[src/hw/start_trig_pkg.sv]
// Constants for the start-condition trigger block.
// Assumes a 125 MHz system clock; bus pins are sampled asynchronously.
`default_nettype none
package start_trig_pkg;
  localparam int unsigned CLK_MHZ = 125;
  // Start hold time (SDA low to SCL low) in nanoseconds
  localparam int unsigned HOLD_NS = 4000;
  localparam int unsigned HOLD_CYC_I = (HOLD_NS * CLK_MHZ + 999) / 1000;
  localparam logic [11:0] HOLD_CYC = 12'(HOLD_CYC_I);
  // Setup time before a repeated start (SCL high to SDA low)
  localparam int unsigned SETUP_NS = 4700;
  localparam int unsigned SETUP_CYC_I = (SETUP_NS * CLK_MHZ + 999) / 1000;
  localparam logic [11:0] SETUP_CYC = 12'(SETUP_CYC_I);
  // Bus-free time after a stop before a new start may begin
  localparam int unsigned FREE_NS = 4700;
  localparam int unsigned FREE_CYC_I = (FREE_NS * CLK_MHZ + 999) / 1000;
  localparam logic [11:0] FREE_CYC = 12'(FREE_CYC_I);
  localparam logic TRIG_RESET = 1'b0;
  localparam logic FLAG_RESET = 1'b0;
  localparam logic BUSY_RESET = 1'b0;
endpackage
`default_nettype wire

[src/hw/bus_sync.sv]
// Two-flop synchroniser for one asynchronous level.
// Assumes the input is not in the ref_clk_in domain.
`timescale 1ns/1ps
`default_nettype none
module bus_sync (
  input wire logic ref_clk_in,
  input wire logic rstn_in,
  input wire logic async_in,
  output logic sync_out
);
  logic meta_reg;
  logic meta_next;
  logic sync_reg;
  logic sync_next;

  always_comb begin
    meta_next = async_in;
    sync_next = meta_reg;
  end

  // Idle bus level is high
  always_ff @(posedge ref_clk_in or negedge rstn_in) begin
    if (!rstn_in) begin
      meta_reg <= 1'b1;
      sync_reg <= 1'b1;
    end else begin
      meta_reg <= meta_next;
      sync_reg <= sync_next;
    end
  end

  assign sync_out = sync_reg;
endmodule // bus_sync
`default_nettype wire

[src/hw/start_trig.sv]
// Start-condition trigger: issues start or repeated start as bus master.
// Assumes the rest of the controller drives SCL/SDA outside start phases
// and reports wait state, arbitration loss and master status.
//
// Summary of operation
// - With the trigger at zero no start condition is produced, except a repeated start already under way when arbitration is lost.
// - With the trigger set and the bus free, SDA falls while SCL high.
// - After the hold time SCL is pulled low and the wait state entered.
// - A busy bus with reservation on holds the trigger as a reservation.
// - A pending reservation issues a start once the bus-free time after a stop has elapsed.
// - Reservation off, bus busy with another master, no master wait: a set flags and clears the trigger.
// - In master wait a set trigger restarts once the wait ends.
// - Arbitration loss clears the trigger.
// - Issuing the start as master clears the trigger.
// - Exit request, interface disable or reset clear the trigger.
// - The trigger reads as zero once the data has been set; this block has no data input and start_trigger_out always shows trig_reg.
`timescale 1ns/1ps
`default_nettype none
module start_trig (
  input wire logic ref_clk_in,
  input wire logic rstn_in,
  input wire logic start_trigger_set_in,
  input wire logic start_clear_flag_clr_in,
  input wire logic reservation_disable_in,
  input wire logic exit_comm_request_in,
  input wire logic interface_enable_in,
  input wire logic master_wait_in,
  input wire logic wait_release_in,
  input wire logic arb_lost_in,
  input wire logic scl_in,
  input wire logic sda_in,
  output logic scl_out,
  output logic scl_oe_n_out,
  output logic sda_out,
  output logic sda_oe_n_out,
  output logic start_trigger_out,
  output logic start_clear_flag_out,
  output logic bus_busy_out,
  output logic start_done_out,
  output logic wait_state_out
);
  typedef enum logic [2:0] {
    ST_IDLE = 3'b000,
    ST_FREE = 3'b001,
    ST_SDA_LOW = 3'b010,
    ST_WAIT = 3'b011,
    ST_RS_SDA = 3'b100,
    ST_RS_SCL = 3'b101
  } state_e;

  logic scl_s;
  logic sda_s;
  logic scl_d_reg;
  logic scl_d_next;
  logic sda_d_reg;
  logic sda_d_next;
  logic start_det;
  logic stop_det;

  bus_sync u_scl_sync (
    .ref_clk_in(ref_clk_in),
    .rstn_in(rstn_in),
    .async_in(scl_in),
    .sync_out(scl_s)
  );

  bus_sync u_sda_sync (
    .ref_clk_in(ref_clk_in),
    .rstn_in(rstn_in),
    .async_in(sda_in),
    .sync_out(sda_s)
  );

  state_e state_reg;
  state_e state_next;
  logic [11:0] cnt_reg;
  logic [11:0] cnt_next;
  logic trig_reg;
  logic trig_next;
  logic flag_reg;
  logic flag_next;
  logic busy_reg;
  logic busy_next;
  logic own_reg;
  logic own_next;
  logic scl_reg;
  logic scl_next;
  logic sda_reg;
  logic sda_next;
  logic done_reg;
  logic done_next;
  logic wait_reg;
  logic wait_next;
  logic kill;
  logic go_start;

  assign start_det = scl_d_reg & scl_s & sda_d_reg & ~sda_s;
  assign stop_det = scl_d_reg & scl_s & ~sda_d_reg & sda_s;
  assign kill = exit_comm_request_in | ~interface_enable_in | arb_lost_in;

  always_comb begin
    scl_d_next = scl_s;
    sda_d_next = sda_s;
    state_next = state_reg;
    cnt_next = cnt_reg;
    trig_next = trig_reg;
    flag_next = flag_reg;
    busy_next = busy_reg;
    own_next = own_reg;
    scl_next = scl_reg;
    sda_next = sda_reg;
    done_next = 1'b0;
    wait_next = wait_reg;
    go_start = 1'b0;
    // Bus activity tracking for foreign masters
    if (start_det && !own_reg) begin
      busy_next = 1'b1;
    end
    if (stop_det) begin
      busy_next = 1'b0;
      own_next = 1'b0;
    end
    if (start_trigger_set_in) begin
      if (busy_reg && !own_reg && !master_wait_in &&
          reservation_disable_in) begin
        flag_next = 1'b1;
        trig_next = 1'b0;
      end else begin
        trig_next = 1'b1;
      end
    end else if (start_clear_flag_clr_in) begin
      flag_next = 1'b0;
    end
    unique case (state_reg)
      ST_IDLE: begin
        scl_next = 1'b1;
        sda_next = 1'b1;
        if (!busy_reg && scl_s && sda_s) begin
          state_next = ST_FREE;
          cnt_next = start_trig_pkg::FREE_CYC;
        end
      end
      ST_FREE: begin
        if (busy_reg || !scl_s || !sda_s) begin
          state_next = ST_IDLE;
        end else if (cnt_reg != 12'h000) begin
          cnt_next = cnt_reg - 12'h001;
        end else if (trig_reg && !kill) begin
          go_start = 1'b1;
        end
        if (go_start) begin
          sda_next = 1'b0;
          state_next = ST_SDA_LOW;
          cnt_next = start_trig_pkg::HOLD_CYC;
          busy_next = 1'b1;
          own_next = 1'b1;
        end
      end
      ST_SDA_LOW: begin
        if (cnt_reg != 12'h000) begin
          cnt_next = cnt_reg - 12'h001;
        end else begin
          scl_next = 1'b0;
          state_next = ST_WAIT;
          wait_next = 1'b1;
          trig_next = 1'b0;
          done_next = 1'b1;
        end
      end
      ST_WAIT: begin
        if (wait_release_in) begin
          wait_next = 1'b0;
          state_next = ST_IDLE;
        end
      end
      ST_RS_SDA: begin
        sda_next = 1'b1;
        if (scl_s) begin
          if (cnt_reg != 12'h000) begin
            cnt_next = cnt_reg - 12'h001;
          end else begin
            sda_next = 1'b0;
            state_next = ST_SDA_LOW;
            cnt_next = start_trig_pkg::HOLD_CYC;
          end
        end
      end
      ST_RS_SCL: begin
        scl_next = 1'b1;
        state_next = ST_RS_SDA;
        cnt_next = start_trig_pkg::SETUP_CYC;
      end
      default: begin
        state_next = ST_IDLE;
      end
    endcase
    // Repeated start from the master wait state
    if ((state_reg == ST_IDLE || state_reg == ST_WAIT) && own_reg &&
        master_wait_in && wait_release_in && trig_reg && !kill) begin
      state_next = ST_RS_SCL;
      sda_next = 1'b1;
      wait_next = 1'b0;
    end
    if (kill) begin
      trig_next = 1'b0;
      if (exit_comm_request_in || !interface_enable_in) begin
        state_next = ST_IDLE;
        scl_next = 1'b1;
        sda_next = 1'b1;
        own_next = 1'b0;
        wait_next = 1'b0;
      end
    end
    if (!interface_enable_in) begin
      busy_next = 1'b0;
      flag_next = 1'b0;
    end
  end

  always_ff @(posedge ref_clk_in or negedge rstn_in) begin
    if (!rstn_in) begin
      scl_d_reg <= 1'b1;
      sda_d_reg <= 1'b1;
      state_reg <= ST_IDLE;
      cnt_reg <= 12'h000;
      trig_reg <= start_trig_pkg::TRIG_RESET;
      flag_reg <= start_trig_pkg::FLAG_RESET;
      busy_reg <= start_trig_pkg::BUSY_RESET;
      own_reg <= 1'b0;
      scl_reg <= 1'b1;
      sda_reg <= 1'b1;
      done_reg <= 1'b0;
      wait_reg <= 1'b0;
    end else begin
      scl_d_reg <= scl_d_next;
      sda_d_reg <= sda_d_next;
      state_reg <= state_next;
      cnt_reg <= cnt_next;
      trig_reg <= trig_next;
      flag_reg <= flag_next;
      busy_reg <= busy_next;
      own_reg <= own_next;
      scl_reg <= scl_next;
      sda_reg <= sda_next;
      done_reg <= done_next;
      wait_reg <= wait_next;
    end
  end

  // Open drain: enable low only while pulling low
  assign scl_out = 1'b0;
  assign sda_out = 1'b0;
  assign scl_oe_n_out = scl_reg;
  assign sda_oe_n_out = sda_reg;
  assign start_trigger_out = trig_reg;
  assign start_clear_flag_out = flag_reg;
  assign bus_busy_out = busy_reg;
  assign start_done_out = done_reg;
  assign wait_state_out = wait_reg;
endmodule // start_trig
`default_nettype wire

[config.mk]
export PLATFORM = sky130hd
export DESIGN_NAME = start_trig
export DESIGN_NICKNAME = d
export VERILOG_FILES = /design/src/hw/start_trig_pkg.sv /design/src/hw/bus_sync.sv /design/src/hw/start_trig.sv
export SDC_FILE = /design/constraint.sdc
export NUM_CORES = 1
export LEC_CHECK = 0
export ABC_CLOCK_PERIOD_IN_PS = 6600
export BUFFER_PORTS_ARGS = -buffer_cell sky130_fd_sc_hd__buf_2
export CAP_MARGIN = 20
export CORE_MARGIN = 2
export CORE_UTILIZATION = 62
export DETAILED_ROUTE_END_ITERATION = 16
export GPL_TIMING_DRIVEN = 0
export PLACE_DENSITY = 0.84
export SLEW_MARGIN = 0
export SYNTH_ARGS = -nofsm -noshare
export SYNTH_HDL_FRONTEND = slang
export SYNTH_SLANG_ARGS = --single-unit
export TNS_END_PERCENT = 1
[constraint.sdc]
create_clock -name ref_clk_in -period 6.6 [get_ports ref_clk_in]
set_input_delay 0.66 -clock ref_clk_in [delete_from_list [all_inputs] [get_ports ref_clk_in]]
set_output_delay 0.66 -clock ref_clk_in [all_outputs]
set_load 0.02 [all_outputs]
* After elaboration in Yosys (flattened, before gate mapping) *
Index checks and enable logic that the tools add are counted.

operators by class
  equality and inequality tests = 10
  bitwise operators = 10
  multiplexer cells = 60
  reduce and logical (&&, ||, !) cells = 29
  add/subtract/negate cells = 1

operators with widths
  kind                                                 number
  2-to-1 mux 12 bit                                    6
  one-hot mux 12 bit (5 select lines)                  1
  2-to-1 mux 1 bit                                     39
  2-to-1 mux 3 bit                                     10
  one-hot mux 3 bit (6 select lines)                   1
  logical AND 1 bit                                    12
  nonzero test 12 bit                                  1
  subtractor 12 x 1 -> 12 bit (second input constant)  1
  logical NOT 1 bit                                    7
  == test 3 x 2 -> 1 bit (second input constant)       2
  == test 3 bit (second input constant)                2
  != test 3 bit (second input constant)                2
  AND 1 bit                                            5
  nonzero test 5 bit                                   1
  logical OR 1 bit                                     4
  one-hot mux 1 bit (2 select lines)                   2
  AND reduction 4 bit                                  1
  == test 3 x 1 -> 1 bit (second input constant)       1
  logical NOT 3 bit                                    1
  != test 3 x 2 -> 1 bit (second input constant)       1
  inverter 1 bit                                       3
  one-hot mux 1 bit (3 select lines)                   1
  != test 2 x 1 -> 1 bit (second input constant)       1
  != test 2 bit (second input constant)                1
  3 further kinds                                      4

storage, ports and cells
  bits in registers = 29
  input bits = 12

* Depth between registers and ports, before layout *
  depth after elaboration = 14
  depth in mapped cells = 11

* Hierarchy *
Synthesis repeated with hierarchy kept, for this count alone.

second synthesis, totals
  cell total of the unflattened synthesis = 180
  area total of the unflattened synthesis = 1,679.1 um^2

by module, submodules not included
  module      cells an instance  area an instance (um^2)  seq. area each (um^2)  instances
  start_trig  176                1,574.0                  630.6                  1
  bus_sync    2                  52.6                     52.6                   2

* Worst setup path before layout *
OpenSTA, ideal clock, no wires.

  path kind = register -> register
  start = reg cnt_reg[0]
  end = reg cnt_reg[0]
  data arrival time = 2,218 ps
  buffers on the path = 2
  data required time = 6,517 ps
  setup slack = 4,299 ps
  stages on the path, launching flop included = 12
  library setup time = 83 ps
  cells stage by stage = dfrtp_1 -> inv_1 -> ha_1 -> or4b_4 -> buf_6 -> nor3_4 -> inv_2 -> buf_6 -> ha_1 -> nor2_1 -> nand2_1 -> o21ai_0

between the ends
  cells in the longest elaborated chain, start to end = 6
  elaborated cells between the ends (all ways) = 13
  those cells by class = add/sub: 1; eq/ne: 1; mux: 9; reduce/logical: 2

ends and longest elaborated chain
  element                                                                              line               source
  from (decl)                                                                          start_trig.sv:76   logic [11:0] cnt_reg;
  from (signal assigned)                                                               start_trig.sv:238  cnt_reg <= cnt_next;
  parallel branches: the longest is 6 deep, another holds subtractor 12 x 1 -> 12 bit  -

Several ways; the timed one is not identified. The select of a mux whose other input is x is not followed.
A chain may end at the register's enable or synchronous reset.

* Worst setup path after layout *
Same ends and word-level chain as after synthesis.

==> metrics.yaml <==
power_and_ir_drop:
  combPwrFrac_pct: 8.8
  power_density_nw_per_um2: 172.7
  power.internal_uw: 274.5
  clkPwrFrac_pct: 39.8
  switching_share_pct: 24.36
  power_uw: 362.9
  switching_power_uw: 88.39
  sequentialPowerShare_pct: 51.4
  leakagePower_nw: 0.7952
  peakVddDrop_mv: 0.1357
routing:
  vias: 1752
  totalWireLength_mm: 4.465
  drtIter0Drc: 98
  drc: 0
  dr.pass1.iters: 4
  vias_per_cell: 6.441
  routedWlPerCell_um: 16.42
  ant_nets: 0
final_layout:
  drive_above_1_share_pct: 23.01
  fin_nets: 252
  fin_cells: 272
  areaGrowthSynthToFinish_pct: 11.19
  multiInputGateArea_um2: 1018
  design_area_um2: 2101
  largest_reg_flops: 12
  antenna_cells: 0
  fill_cells: 230
  seq_area_um2: 735.7
logic_synthesis:
  synthXorXnorAreaFrac_pct: 0.4636
  synth_compound_area_share_pct: 25.30
  yosys-mux-area-fraction_pct: 0.5298
  yosysWarnings: 0
  ys_types: 62
  synth_most_common_cell: "dfrtp_1"
  synthAdderAreaFrac_pct: 1.325
  synth_top_area_cell: "dfrtp_1"
  synth_enable_flop_cells: 0
  syn_inst: 212
  synth_commonest_cells: "21 x dfrtp_1, 18 x a21oi_1, 14 x nor3_1, 13 x nor2_1, 12 x inv_1"
  synth_top_family_by_area: "simple AND/OR/NAND/NOR gates"
  syn_area_um2: 1889
  synthSimpleGateAreaFrac_pct: 25.89
  ys_ff_latch: 29
  synthFlopType: "dfrtp_1"
  ys_top_cells_by_area: "dfrtp_1 28%, dfstp_2 11%, a21oi_1 4.8%, nor3_1 3.7%, nor2_1 2.6%"
  avgSynthCellArea_um2: 8.912
  yosysSeqAreaShare_pct: 38.94
  synth_top_area_share_pct: 27.81
  postSynth.asyncResetShare_pct: 100.0
grt:
  grt_max_degree: 30
  grt_usage_pct: 29.28
  antenna_found_initial: 0
  grt_pass1_vias: 1587
  grt_pass1_wl_mm: 7.617
  grt-ovfl-total: 0
floorplan:
  dieArea_um2: 3505
  start_util_pct: 63.45
  fp.coreArea_um2: 2978
  num_rows: 20
  die_w_um: 59.20
  ioPinCount: 21
  die_h_um: 59.20
critical_path:
  cp-end-kind: "register"
  critPathArrivalTime_ns: 2.89
  worst_setup_path_start_kind: "register"
  crit_fanout: 10
  critPathKind: "reg2reg"
  worst_ep_required_time_ns: 6.86
run_status:
  status: "completed"
cts:
  path_clk_slew_ns: 0.11
  cts_resized: 0
  cts_sinks: 29
  htree_levels: 2
  numCtsBuffers: 5
  insertion_delay_ns: 0.34
  cts_tree: "built"
  root_buffer: "clkbuf_4"
  cts_setup_buffers: 0
  hold_buffers: 0
  clk_path_buf_depth: 2
timing:
  hold-worst-slack_ns: 0.3243
  grt_setup_unrepaired: "false"
  finalHoldViolations: 0
  relSlewSlack_pct: 32.73
  period_minus_slack_ns: 2.626
  final-setup-viol-count: 0
  timing.final.max_slew_violations: 0
  fmax_mhz: 380.8
  skew_ns: 0.01618
  period_share_pct: 39.79
  tightestPinTransition_ns: 1.001
  fin_setup_tns_ns: 0
placed_design:
  place_congestion: 0.9611
  io_buffer_count: 18
  dpl_cell_area_um2: 2024
  placedCellCount: 264
  dp_hpwl_mm: 3.253
run:
  maxCapViolCount: 0
worst_hold_path:
  hold_path_class: "in2async"
cell usage in the layout (no fill, tap or decap), types with 3 or more instances in the layout:
cell      count
dfrtp_1      21
clkbuf_1     12
o31ai_1       5
a21oi_1      18
nor3_1       14
inv_1        12
nor4bb_1      3
clkbuf_4      5
nand4_1       5
buf_2        18
nand3b_1      3
o21ai_0       9
nor2_1       13
buf_6         3
nor4_1        4
or4_1         3
nor2b_1       3
a211oi_1      3
or2_2         4
or3b_2        3
nand2_1      11
nand2b_1      3
dfstp_2       8
kinds of logic after synthesis:
group           Yosys count
compound gates           68
flops                    29
xor+xnor                  1
buf+inv                  29
fa+ha+maj                 2
mux                       1
other cells               1
simple gates             81
worst paths after layout:
path	startpoint	to	slack (ns)	cells after the start
setup / recovery	cnt_reg[0]	cnt_reg[0]	3.97	11
hold / removal	rstn_in	cnt_reg[7]	0.32	1
setup reg to reg	cnt_reg[0]	cnt_reg[0]	3.97	11
hold reg to reg	u_scl_sync.meta_reg	u_scl_sync.sync_out	0.37	0
max in group asynchronous	rstn_in	state_reg[1]	5.84	1
min in group ref_clk_in	u_scl_sync.meta_reg	u_scl_sync.sync_out	0.37	0
through the flow:
stage          setup WS [ns]  util, %
6_report               3.974    70.55
2_1_floorplan          4.299        -
3_3_place_gp           4.028    67.98
4_1_cts                3.991    70.55
3_5_place_dp           4.012    67.98
5_1_grt                3.801    70.55
cell type report:
cell class	instances	area share, %
plain buffers	16	4.288
well taps	33	1.965
flip-flops and latches	29	35.02
multi-input cells	155	48.48
inverters	13	2.323
repair buffers	18	4.288
clock inverters	2	1.668
clock buffers	6	1.965
critical path: stages (launching register included):
cell and delay [ns]:
dfrtp_1 0.46, inv_1 0.12, ha_1 0.24, or4b_4 0.48, buf_6 0.15, nor3_4 0.31, inv_2 0.07, buf_6 0.15
ha_1 0.27, nor2_1 0.09, nand2_1 0.05, o21ai_0 0.15
metal layers:
layer,track usage [%],part of all wire [%],vias up
met5,0,0,-
met4,12.34,1.4,0
met3,6.114,5.3,6
met2,44.27,48,67
met1,40.67,45,827
li1,-,-,852
power by group through the flow:
stage               clock [mW]  sequential [mW]  combinational, mW
finish                   0.144            0.187             0.0320
detailed placement           0            0.190             0.0320
global route             0.153            0.187             0.0363
global placement             0            0.189             0.0314
CTS                      0.148            0.187             0.0320
floorplan                    0            0.189             0.0191
(Power assumes the default switching activity.)
